==> src/hdl/srp_pkg.sv <==
package srp_pkg;
    // Lane and burst layout
    localparam int LANE_W = 9;
    localparam int BURST_LEN = 4;
    localparam int BEAT_W = 2;
    localparam logic [1:0] BEAT_FIRST = 2'h0;
    localparam logic [1:0] BEAT_STEP = 2'h1;
    localparam logic [1:0] BEAT_LAST = 2'h3;
    // Width variants
    localparam int DATA_W_X18 = 18;
    localparam int DATA_W_X36 = 36;
    localparam int ADDR_W_X18 = 19;
    localparam int ADDR_W_X36 = 18;
    // Link timing: clk_sys cycles per half period of the true input clock
    localparam int K_HALF_CYC = 1;
    // Write request buffer depth
    localparam int FIFO_DEPTH = 4;

    // Read port sequencer states
    typedef enum logic [2:0] {
        SRP_RD_IDLE = 3'b001,
        SRP_RD_WAIT = 3'b010,
        SRP_RD_BURST = 3'b100
    } srp_rd_state_e;

    // Write port sequencer states
    typedef enum logic [1:0] {
        SRP_WR_IDLE = 2'b01,
        SRP_WR_BURST = 2'b10
    } srp_wr_state_e;
endpackage

==> src/hdl/srp_if.sv <==
`timescale 1ns/1ps
interface srp_if #(
    parameter int DATA_W = 36,
    parameter int ADDR_W = 18
);
    localparam int NB = DATA_W / 9;
    logic k_rise;
    logic kn_rise;
    logic write_port_choose_n;
    logic read_port_choose_n;
    logic [ADDR_W-1:0] addr;
    logic [NB-1:0] byte_lane_enable_n;
    logic [DATA_W-1:0] wdata;
    logic [DATA_W-1:0] rdata;
    logic rdata_oe_n;

    modport memory (
        input k_rise,
        input kn_rise,
        input write_port_choose_n,
        input read_port_choose_n,
        input addr,
        input byte_lane_enable_n,
        input wdata,
        output rdata,
        output rdata_oe_n
    );

    modport controller (
        output k_rise,
        output kn_rise,
        output write_port_choose_n,
        output read_port_choose_n,
        output addr,
        output byte_lane_enable_n,
        output wdata,
        input rdata,
        input rdata_oe_n
    );
endinterface

==> src/hdl/srp_fifo.sv <==
`timescale 1ns/1ps
module srp_fifo #(
    parameter int WIDTH = 8,
    parameter int DEPTH = 4
) (
    input wire logic clk_sys,
    input wire logic rstn,
    input wire logic in_valid,
    output logic in_ready,
    input wire logic [WIDTH-1:0] in_data,
    output logic out_valid,
    input wire logic out_ready,
    output logic [WIDTH-1:0] out_data
);
    localparam int PW = (DEPTH > 1) ? $clog2(DEPTH) : 1;
    localparam logic [PW:0] CNT_FULL = (PW+1)'(DEPTH);
    localparam logic [PW-1:0] PTR_LAST = PW'(DEPTH - 1);

    logic [WIDTH-1:0] store [0:DEPTH-1];
    logic [PW-1:0] wr_ptr_reg;
    logic [PW-1:0] rd_ptr_reg;
    logic [PW:0] count_reg;
    logic [PW:0] count_next;
    logic room_reg;
    logic empty_reg;
    wire push = in_valid && room_reg;
    wire pop = out_ready && !empty_reg;

    // Occupancy bookkeeping
    assign count_next = (push && !pop) ? count_reg + (PW+1)'(1) :
                        (pop && !push) ? count_reg - (PW+1)'(1) : count_reg;
    assign in_ready = room_reg;
    assign out_valid = !empty_reg;
    assign out_data = store[rd_ptr_reg];

    // Storage
    always_ff @(posedge clk_sys) begin
        if (push) begin
            store[wr_ptr_reg] <= in_data;
        end
    end

    // Pointers and flags
    always_ff @(posedge clk_sys or negedge rstn) begin
        if (!rstn) begin
            wr_ptr_reg <= '0;
            rd_ptr_reg <= '0;
            count_reg <= '0;
            room_reg <= 1'b1;
            empty_reg <= 1'b1;
        end else begin
            if (push) begin
                wr_ptr_reg <= (wr_ptr_reg == PTR_LAST) ? '0 : wr_ptr_reg + PW'(1);
            end
            if (pop) begin
                rd_ptr_reg <= (rd_ptr_reg == PTR_LAST) ? '0 : rd_ptr_reg + PW'(1);
            end
            count_reg <= count_next;
            room_reg <= (count_next != CNT_FULL);
            empty_reg <= (count_next == '0);
        end
    end
endmodule

==> src/hdl/srp_ctl_end.sv <==
`timescale 1ns/1ps
module srp_ctl_end
    import srp_pkg::*;
#(
    parameter int DATA_W = DATA_W_X36,
    parameter int ADDR_W = (DATA_W == DATA_W_X18) ? ADDR_W_X18 : ADDR_W_X36,
    parameter int K_HALF = K_HALF_CYC,
    parameter int DEPTH = FIFO_DEPTH
) (
    input wire logic clk_sys,
    input wire logic rstn,
    srp_if.controller link,
    input wire logic wr_valid,
    output logic wr_ready,
    input wire logic [ADDR_W-1:0] wr_addr,
    input wire logic [BURST_LEN*DATA_W-1:0] wr_data,
    input wire logic [BURST_LEN*(DATA_W/LANE_W)-1:0] wr_be_n,
    input wire logic rd_req,
    input wire logic [ADDR_W-1:0] rd_addr,
    output logic rd_ack,
    output logic rd_word_valid,
    output logic [DATA_W-1:0] rd_word
);
    localparam int NB = DATA_W / LANE_W;
    localparam int BW = BURST_LEN * (DATA_W + NB);
    localparam int FW = ADDR_W + BW;
    localparam int CW = (K_HALF > 1) ? $clog2(K_HALF) : 1;
    localparam logic [CW-1:0] DIV_LAST = CW'(K_HALF - 1);

    logic [CW-1:0] div_cnt_reg;
    logic phase_reg;
    logic t_par_reg;
    logic k_rise_reg;
    logic kn_rise_reg;
    logic edge_d_reg;
    logic wsel_n_reg;
    logic rsel_n_reg;
    logic [ADDR_W-1:0] addr_reg;
    logic [NB-1:0] be_n_reg;
    logic [DATA_W-1:0] wdata_reg;
    logic [BW-1:0] burst_reg;
    logic [1:0] beat_reg;
    logic beat_on_reg;
    logic rd_ack_reg;
    logic rd_skip_reg;
    logic rd_vld_reg;
    logic [DATA_W-1:0] rd_word_reg;
    logic fifo_valid;
    logic [FW-1:0] fifo_data;

    // Edge slot scheduling: next cycle carries a true or complement edge
    wire edge_next = (div_cnt_reg == DIV_LAST);
    wire true_next = edge_next && phase_reg;
    // Writes go on even true edges, reads on odd ones, sharing one address bus
    wire wr_issue = true_next && !t_par_reg && fifo_valid && !beat_on_reg;
    wire rd_issue = true_next && t_par_reg && rd_req && !rd_ack_reg && !rd_skip_reg;
    wire beat_go = edge_next && beat_on_reg;
    wire [BW-1:0] burst_src = wr_issue ? fifo_data[BW-1:0] : burst_reg;
    wire [1:0] beat_use = wr_issue ? BEAT_FIRST : beat_reg;
    wire [DATA_W-1:0] word_sel = burst_src[beat_use*DATA_W +: DATA_W];
    wire [NB-1:0] be_sel = burst_src[BURST_LEN*DATA_W + beat_use*NB +: NB];

    srp_fifo #(
        .WIDTH(FW),
        .DEPTH(DEPTH)
    ) u_fifo (
        .clk_sys(clk_sys),
        .rstn(rstn),
        .in_valid(wr_valid),
        .in_ready(wr_ready),
        .in_data({wr_addr, wr_be_n, wr_data}),
        .out_valid(fifo_valid),
        .out_ready(wr_issue),
        .out_data(fifo_data)
    );

    assign link.k_rise = k_rise_reg;
    assign link.kn_rise = kn_rise_reg;
    assign link.write_port_choose_n = wsel_n_reg;
    assign link.read_port_choose_n = rsel_n_reg;
    assign link.addr = addr_reg;
    assign link.byte_lane_enable_n = be_n_reg;
    assign link.wdata = wdata_reg;
    assign rd_ack = rd_ack_reg;
    assign rd_word_valid = rd_vld_reg;
    assign rd_word = rd_word_reg;

    // Divider making alternating true and complement edge enables
    always_ff @(posedge clk_sys or negedge rstn) begin
        if (!rstn) begin
            div_cnt_reg <= '0;
            phase_reg <= 1'b1;
            t_par_reg <= 1'b0;
            k_rise_reg <= 1'b0;
            kn_rise_reg <= 1'b0;
            edge_d_reg <= 1'b0;
        end else begin
            div_cnt_reg <= edge_next ? '0 : div_cnt_reg + CW'(1);
            k_rise_reg <= true_next;
            kn_rise_reg <= edge_next && !phase_reg;
            edge_d_reg <= k_rise_reg || kn_rise_reg;
            if (edge_next) begin
                phase_reg <= !phase_reg;
            end
            if (true_next) begin
                t_par_reg <= !t_par_reg;
            end
        end
    end

    // Selects and address, launched with the true edge enable
    always_ff @(posedge clk_sys or negedge rstn) begin
        if (!rstn) begin
            wsel_n_reg <= 1'b1;
            rsel_n_reg <= 1'b1;
            addr_reg <= '0;
            rd_ack_reg <= 1'b0;
            rd_skip_reg <= 1'b0;
        end else begin
            rd_ack_reg <= rd_issue;
            // Skip the next read slot: the memory is still bursting then
            if (rd_issue) begin
                rd_skip_reg <= 1'b1;
            end else if (true_next && t_par_reg) begin
                rd_skip_reg <= 1'b0;
            end
            if (edge_next) begin
                wsel_n_reg <= !wr_issue;
                rsel_n_reg <= !rd_issue;
            end
            if (wr_issue) begin
                addr_reg <= fifo_data[FW-1:BW];
            end else if (rd_issue) begin
                addr_reg <= rd_addr;
            end
        end
    end

    // Write beats: each word goes out on the same edge as its lane selects
    always_ff @(posedge clk_sys or negedge rstn) begin
        if (!rstn) begin
            be_n_reg <= '1;
            wdata_reg <= '0;
            burst_reg <= '0;
            beat_reg <= BEAT_FIRST;
            beat_on_reg <= 1'b0;
        end else if (wr_issue || beat_go) begin
            burst_reg <= burst_src;
            wdata_reg <= word_sel;
            be_n_reg <= be_sel;
            beat_reg <= beat_use + BEAT_STEP;
            beat_on_reg <= (beat_use != BEAT_LAST);
        end else if (edge_next) begin
            be_n_reg <= '1;
        end
    end

    // Read word capture one cycle after each edge while the memory drives
    always_ff @(posedge clk_sys or negedge rstn) begin
        if (!rstn) begin
            rd_vld_reg <= 1'b0;
            rd_word_reg <= '0;
        end else begin
            rd_vld_reg <= edge_d_reg && !link.rdata_oe_n;
            if (edge_d_reg && !link.rdata_oe_n) begin
                rd_word_reg <= link.rdata;
            end
        end
    end
endmodule

==> src/flat_wrapper.sv <==
// flat-port wrapper written by rule: the top's interface ports become plain ports
module srp_ctl_end_flat import srp_pkg::*;
#(
    parameter int DATA_W = DATA_W_X36,
    parameter int ADDR_W = (DATA_W == DATA_W_X18) ? ADDR_W_X18 : ADDR_W_X36,
    parameter int K_HALF = K_HALF_CYC,
    parameter int DEPTH = FIFO_DEPTH
)
  (clk_sys, rstn, wr_valid, wr_ready, wr_addr, wr_data, wr_be_n, rd_req, rd_addr, rd_ack, rd_word_valid, rd_word, link_k_rise, link_kn_rise, link_write_port_choose_n, link_read_port_choose_n, link_addr, link_byte_lane_enable_n, link_wdata, link_rdata, link_rdata_oe_n);
  srp_if #(.DATA_W(DATA_W), .ADDR_W(ADDR_W)) link_i ();
  input wire logic clk_sys;
  input wire logic rstn;
  input wire logic wr_valid;
  output logic wr_ready;
  input wire logic [ADDR_W-1:0] wr_addr;
  input wire logic [BURST_LEN*DATA_W-1:0] wr_data;
  input wire logic [BURST_LEN*(DATA_W/LANE_W)-1:0] wr_be_n;
  input wire logic rd_req;
  input wire logic [ADDR_W-1:0] rd_addr;
  output logic rd_ack;
  output logic rd_word_valid;
  output logic [DATA_W-1:0] rd_word;
  output wire logic [$bits(link_i.k_rise)-1:0] link_k_rise;
  output wire logic [$bits(link_i.kn_rise)-1:0] link_kn_rise;
  output wire logic [$bits(link_i.write_port_choose_n)-1:0] link_write_port_choose_n;
  output wire logic [$bits(link_i.read_port_choose_n)-1:0] link_read_port_choose_n;
  output wire logic [$bits(link_i.addr)-1:0] link_addr;
  output wire logic [$bits(link_i.byte_lane_enable_n)-1:0] link_byte_lane_enable_n;
  output wire logic [$bits(link_i.wdata)-1:0] link_wdata;
  input wire logic [$bits(link_i.rdata)-1:0] link_rdata;
  input wire logic [$bits(link_i.rdata_oe_n)-1:0] link_rdata_oe_n;
  assign link_k_rise = link_i.k_rise;
  assign link_kn_rise = link_i.kn_rise;
  assign link_write_port_choose_n = link_i.write_port_choose_n;
  assign link_read_port_choose_n = link_i.read_port_choose_n;
  assign link_addr = link_i.addr;
  assign link_byte_lane_enable_n = link_i.byte_lane_enable_n;
  assign link_wdata = link_i.wdata;
  assign link_i.rdata = link_rdata;
  assign link_i.rdata_oe_n = link_rdata_oe_n;
  srp_ctl_end #(.DATA_W(DATA_W), .ADDR_W(ADDR_W), .K_HALF(K_HALF), .DEPTH(DEPTH)) u_core (.clk_sys(clk_sys), .rstn(rstn), .link(link_i), .wr_valid(wr_valid), .wr_ready(wr_ready), .wr_addr(wr_addr), .wr_data(wr_data), .wr_be_n(wr_be_n), .rd_req(rd_req), .rd_addr(rd_addr), .rd_ack(rd_ack), .rd_word_valid(rd_word_valid), .rd_word(rd_word));
endmodule
==> config.mk <==
export PLATFORM = sky130hd
export DESIGN_NAME = srp_ctl_end_flat
export DESIGN_NICKNAME = d
export VERILOG_FILES = /design/src/hdl/srp_pkg.sv /design/src/hdl/srp_if.sv /design/src/hdl/srp_fifo.sv /design/src/hdl/srp_ctl_end.sv /design/src/flat_wrapper.sv
export SDC_FILE = /design/constraint.sdc
export NUM_CORES = 1
export LEC_CHECK = 0
export BUFFER_PORTS_ARGS = -buffer_cell sky130_fd_sc_hd__buf_2
export CAP_MARGIN = 25
export CORE_UTILIZATION = 55
export CTS_BUF_LIST = sky130_fd_sc_hd__clkbuf_4 sky130_fd_sc_hd__clkbuf_8
export DETAILED_ROUTE_END_ITERATION = 16
export PLACE_DENSITY_LB_ADDON = 0.1
export SKIP_LAST_GASP = 1
export SLEW_MARGIN = 20
export SYNTH_ARGS = -nofsm -noshare
export SYNTH_HDL_FRONTEND = slang
export SYNTH_SLANG_ARGS = --single-unit
export TNS_END_PERCENT = 5
==> constraint.sdc <==
create_clock -name clk_sys -period 14.79 [get_ports clk_sys]
set_input_delay 2.2185 -clock clk_sys [delete_from_list [all_inputs] [get_ports clk_sys]]
set_output_delay 2.2185 -clock clk_sys [all_outputs]
set_load 0.02 [all_outputs]
==> summary.txt, run 1 <==
Status - completed
Critical path's slowest cell - and3_4
Top layer in use - met5
Clk sinks - 988
IO Count - 338
RD Place Congestion - 0.760
CTS Hold Buffers Added - 0
Largest net degree at the start of global routing - 178
Reg2reg end - u_core.u_fifo.store[0][23]$_DFFE_PP_
CP Class - in2reg
Initial antenna violation count - 26
Root Buffer - clkbuf_8
Hold Crit Depth - 1
Residual DRC - 0
Worst Max-Slew Pin Slew - 1.13 ns
Setup Buffers After CTS - 0
Hold path endpoint - u_core.edge_d_reg$_DFF_PN0_
Max reg flops - 712
CP peak stage delay - 0.89 ns
Reg clk slew, reported paths - 0.06 ns
Area of the die - 68,700 um^2
Share of cells above drive strength 1 - 32.7%
Syn Nets - 2,357
CP Launch Type - primary input
Post-Route WL - 82,500 um
Most used DFF post-synth - edfxtp_1
H-tree depth - 4
M1 WL - 32,900 um
Vias - 20,000
Register area share after synthesis - 76.0%
Leak - 16.6 nW
Setup slack, reg-to-reg - 10.99 ns
Hold crit path type - reg2reg
Core ar. - 67,000 um^2
Hold wc startpoint - u_core.link.kn_rise$_DFF_PN0_
RSZ-0062 raised after global routing - no
CTS tree - done
EDFF count, synth - 712
Setup TNS - 0 ns
Final Skew - 0.0304 ns
Cell Chain, Critical Path - buf_2 -> and3_4 -> buf_4 -> buf_4
Avg Cell Area, Syn - 17.6 um^2
Total power divided by cell area - 211 nW/um^2
Maximum fanout along the worst path - 62
Crit path DAT - 5.11 ns
Detail Route Antenna Nets - 0
Synth Register Bits - 988
MaxCap Viol Count - 0
Power, Total - 9.09 mW
Synthesis-to-layout area growth - 15.6%
Initial DRC count - 1,468
Fin crit share - 31.8%
Global-route wire length before repair - 123,000 um
Rel. slew slack - 24.9%
Fmax - 0.212 GHz
Cells after Synth - 2,112
Row count - 95
Buffer and inverter count on the worst path - 3
Worst endpoint required time - 15.19 ns
Drt wl/cell - 23.3 um
Hold Vio Cnt, Final - 0
Vias in the first global route - 20,800
Worst reg2reg startpoint - u_core.u_fifo.wr_ptr_reg[0]$_DFFE_PN0P_
Die Ht - 262 um
Max Slew Vio Count - 0
Post-CTS Resized - 0
Clock Path Buffers - 3
DR vias/cell - 5.66
Met3 WL - 5120 um
CP most frequent cell - buf_4
R2R cell count - 5
Clk_lat worst skew - 0.80 ns
Initial Utilization - 55.5%
Endpoints failing setup - 0
Gr ovfl total - 0
Tmin final - 4.71 ns
Peak supply drop - 0.201 mV
Synthesized cell area - 37,200 um^2
Asr flop ratio synth - 27.9%
Delay-heaviest family, CP - buffers and inverters
Die X - 262 um
DRT Pass-1 Iters - 5
Nets - 2,762
Hpwl dp - 47,500 um
YS warnings - 0
IO Port Bufs - 337
WL met2 - 42,500 um
Overall routing resource usage - 24.4%
Cts bufs inserted - 157
Worst setup EP type - register
Synth unique cells - 45
[metrics by stage]
| stage | hold slack [ns] | area [um^2] | setup slack [ns] | utilization, % | cells |
|---|---|---|---|---|---|
| after global routing | 0.467 | 43000 | 9.94 | 64.2 | 3529 |
| after detailed placement | 0.445 | 39700 | 9.21 | 59.2 | 3225 |
| after floorplan | 0.420 | 37200 | 7.89 | - | 2112 |
| after global placement | 0.452 | 39700 | 9.20 | 59.2 | 3225 |
| final | 0.456 | 43000 | 10.08 | 64.2 | 3535 |
| after CTS | 0.459 | 42900 | 10.08 | 63.9 | 3515 |
[power by group]
| group | internal (mW) | switching, mW | total (mW) |
|---|---|---|---|
| registers | 3.76 | 0.401 | 4.16 |
| logic | 1.05 | 1.58 | 2.63 |
| clock network | 1.26 | 1.03 | 2.30 |
[layout by cell type, fill, tap and decap left out, drive strengths merged, types with 9 or more instances in the layout]
cell type	count
buf	361
mux2i	51
diode	14
edfxtp	712
dfstp	9
clkbuf	224
clkinv	56
nor3	31
a31oi	30
mux4	186
o21ai	23
nand2	524
a221oi	28
nor2	35
dfrtp	267
mux2	38
[synthesized netlist by cell type, types with 3 or more instances]
library cell	n	area [um^2]
edfxtp_1	712	21400
nand2_1	524	1970
dfrtp_1	267	6680
mux4_2	186	4190
buf_2	55	275
mux2i_1	51	510
clkbuf_1	49	184
mux2_2	38	428
nor2_1	35	131
nor3_1	31	155
a31oi_1	30	188
a221oi_1	28	245
o21ai_0	22	110
dfstp_2	9	236
ha_1	8	100
buf_1	7	26.3
and3_1	6	37.5
inv_1	6	22.5
a21oi_1	5	25.0
a22oi_1	4	30.0
nand3_1	4	20.0
and2_1	3	18.8
nor2b_1	3	18.8
[worst reg2reg max path: stages (launching register included)]
cell and delay [ns]:
dfrtp_1 0.43, inv_1 0.11, ha_1 0.16, and3_4 0.87, buf_4 0.90, buf_4 0.86
[layer usage]
layer	GRT usage (%)	vias to the layer above
met2	41.1	588
li1	-	8848
met3	6.30	166
met1	30.8	10400
met4	8.93	24
met5	0	-
[logic make-up (layout without fill, tap and decap cells)]
kind of cell | count (synthesis) | in the layout | synth area share, %
DFF | 988 | 988 | 76.0
and+or+nand+nor | 616 | 616 | 6.55
muxes | 275 | 275 | 13.8
buffers and inverters | 122 | 658 | 1.47
AOI/OAI and AO/OA | 100 | 100 | 1.84
adders and majority gates | 8 | 8 | 0.269
xor gates and xnor gates | 3 | 3 | 0.0706
other | 0 | 14 | 0
[worst max-delay path by stage]
stage	slack [ns]	to	depth (start not counted)	startpoint
after floorplan	7.89	u_core.u_fifo.store[0][0]$_DFFE_PP_	1	wr_valid
after global placement	9.20	u_core.u_fifo.store[0][23]$_DFFE_PP_	4	wr_valid
after detailed placement	9.21	u_core.u_fifo.store[3][56]$_DFFE_PP_	4	wr_valid
after CTS	10.08	u_core.u_fifo.store[2][66]$_DFFE_PP_	4	wr_valid
after global routing	9.94	u_core.u_fifo.store[0][101]$_DFFE_PP_	4	wr_valid
final	10.08	u_core.u_fifo.store[0][23]$_DFFE_PP_	4	wr_valid
[final cells by class]
type / count / area, um^2
clock inverter: 66 / 403
timing repair buffer: 361 / 2010
fill: 4863 / 24000
multi-input combinational: 1002 / 8410
antenna: 14 / 35.0
sequential: 988 / 28300
clock buffer: 224 / 2750
tap: 873 / 1090
inverter: 7 / 31.3
No activity file was read; power rests on OpenSTA's default activity.
==> inputs of run 2 (changes only) <==
==> constraint.sdc (replaced) <==
create_clock -name clk_sys -period 4.6 [get_ports clk_sys]
set_input_delay 0.69 -clock clk_sys [delete_from_list [all_inputs] [get_ports clk_sys]]
set_output_delay 0.69 -clock clk_sys [all_outputs]
set_load 0.02 [all_outputs]
==> summary.txt, run 2 (synthesis results as in run 1) <==
Placed instance count - 3,236
MaxCap Viol Count - 0
Core ar. - 67,000 um^2
Worst setup EP type - register
Synthesis-to-layout area growth - 16.3%
Clk_lat worst skew - 0.80 ns
Post-CTS Resized - 0
Hpwl dp - 48,400 um
Setup Buffers After CTS - 0
Vias - 20,000
RD Place Congestion - 0.761
Max Slew Vio Count - 0
Hold crit path type - in2reg
Maximum fanout along the worst path - 174
Leak - 16.8 nW
Initial antenna violation count - 18
Hold Slack - 0.101 ns
Share of cells above drive strength 1 - 33.6%
Delay-heaviest family, CP - buffers and inverters
Total power divided by cell area - 681 nW/um^2
Status - completed
Fin crit share - 57.5%
Detail Route Antenna Nets - 0
Max reg flops - 712
IO Port Bufs - 337
Die Ht - 262 um
Clk sinks - 988
DR vias/cell - 5.65
Worst endpoint required time - 5.19 ns
IO Count - 338
CP peak stage delay - 0.67 ns
Hold Vio Cnt, Final - 0
Initial Utilization - 55.5%
DP Area - 40,000 um^2
Crit path DAT - 3.24 ns
Worst Max-Slew Pin Slew - 1.03 ns
Fmax - 0.378 GHz
Final cell count without fillers - 3,546
Largest net degree at the start of global routing - 175
Reg clk slew, reported paths - 0.06 ns
Nets - 2,771
Rel. slew slack - 31.5%
CP Launch Type - register
Endpoints failing setup - 0
Row count - 95
Buffer and inverter count on the worst path - 1
Critical path's slowest cell - buf_12
Clock Path Buffers - 3
Most frequent cells in the layout - edfxtp_1, nand2_1, buf_2
Root Buffer - clkbuf_8
Global-route wire length before repair - 125,000 um
Initial DRC count - 1,449
Post-Route WL - 82,700 um
DRT Pass-1 Iters - 7
Cell Chain, Critical Path - nor4b_4 -> buf_12 -> nor3_1 -> a221oi_1 -> a31oi_1
CP Class - reg2reg
Die X - 262 um
Tmin final - 2.65 ns
H-tree depth - 4
Gr ovfl total - 0
Fin area - 43,300 um^2
Drt wl/cell - 23.3 um
Overall routing resource usage - 24.7%
Residual DRC - 0
Final Skew - 0.0413 ns
Vias in the first global route - 21,000
Peak supply drop - 0.705 mV
RSZ-0062 raised after global routing - no
Area of the die - 68,700 um^2
Cts bufs inserted - 159
CTS tree - done
Commonest non-fill, non-tap cell in the layout - edfxtp_1
[run 2: worst paths after layout]
kind,from,to,slack (ns),depth (start not counted)
min reg2reg,u_core.link.k_rise$_DFF_PN0_,u_core.edge_d_reg$_DFF_PN0_,0.46,1
min in group asynchronous,rstn,u_core.link.addr[8]$_DFFE_PN0P_,0.55,2
min,wr_data[114],u_core.u_fifo.store[1][114]$_DFFE_PP_,0.10,1
max in group asynchronous,rstn,u_core.burst_reg[110]$_DFFE_PN0N_,2.89,3
max,u_core.phase_reg$_DFF_PN1_,u_core.link.wdata[23]$_DFFE_PN0N_,1.95,5
max reg2reg,u_core.phase_reg$_DFF_PN1_,u_core.link.wdata[23]$_DFFE_PN0N_,1.95,5
[run 2: area by class of cell]
class,instances,area [um^2]
flip-flops and latches,988,28300
fillers,4811,23700
multi-input cells,1002,8410
clock buffers,249,2980
repair buffers,368,2160
well taps,873,1090
clock inverters,47,282
inverters,7,31.3
diodes,12,30.0
[run 2: timing repair]
item,4_1_cts,5_1_grt
hold buffers,1,0
endpoints found under the setup margin,0,0
endpoints found under the hold margin,86,0
[run 2: metrics by stage]
| step | setup TNS (ns) | total power, mW | utilization, % | setup slack, ns |
|---|---|---|---|---|
| after floorplan | -413.46 | 19.4 | - | -0.774 |
| after global placement | 0 | 22.0 | 59.6 | 1.95 |
| after detailed placement | 0 | 22.3 | 59.6 | 1.98 |
| after CTS | 0 | 29.9 | 64.5 | 1.96 |
| after global routing | 0 | 31.1 | 64.5 | 1.82 |
| final | 0 | 29.5 | 64.6 | 1.95 |
[run 2: layer usage]
metal,up-vias,wire [um],share of wire [%],GRT usage [%]
li1,8865,-,-,-
met1,10400,33900,41,32.9
met2,601,41900,51,40.5
met3,147,5350,6.5,6.08
met4,12,1460,1.8,7.24
met5,-,76,0.092,0
[run 2: power breakdown]
| part | switching (mW) | leakage, nW | total (mW) | internal, mW |
|---|---|---|---|---|
| Combinational | 5.18 | 5.19 | 8.64 | 3.45 |
| Sequential | 1.25 | 9.83 | 13.3 | 12.1 |
| Clock | 3.35 | 1.73 | 7.53 | 4.18 |
| Total | 9.78 | 16.8 | 29.5 | 19.7 |
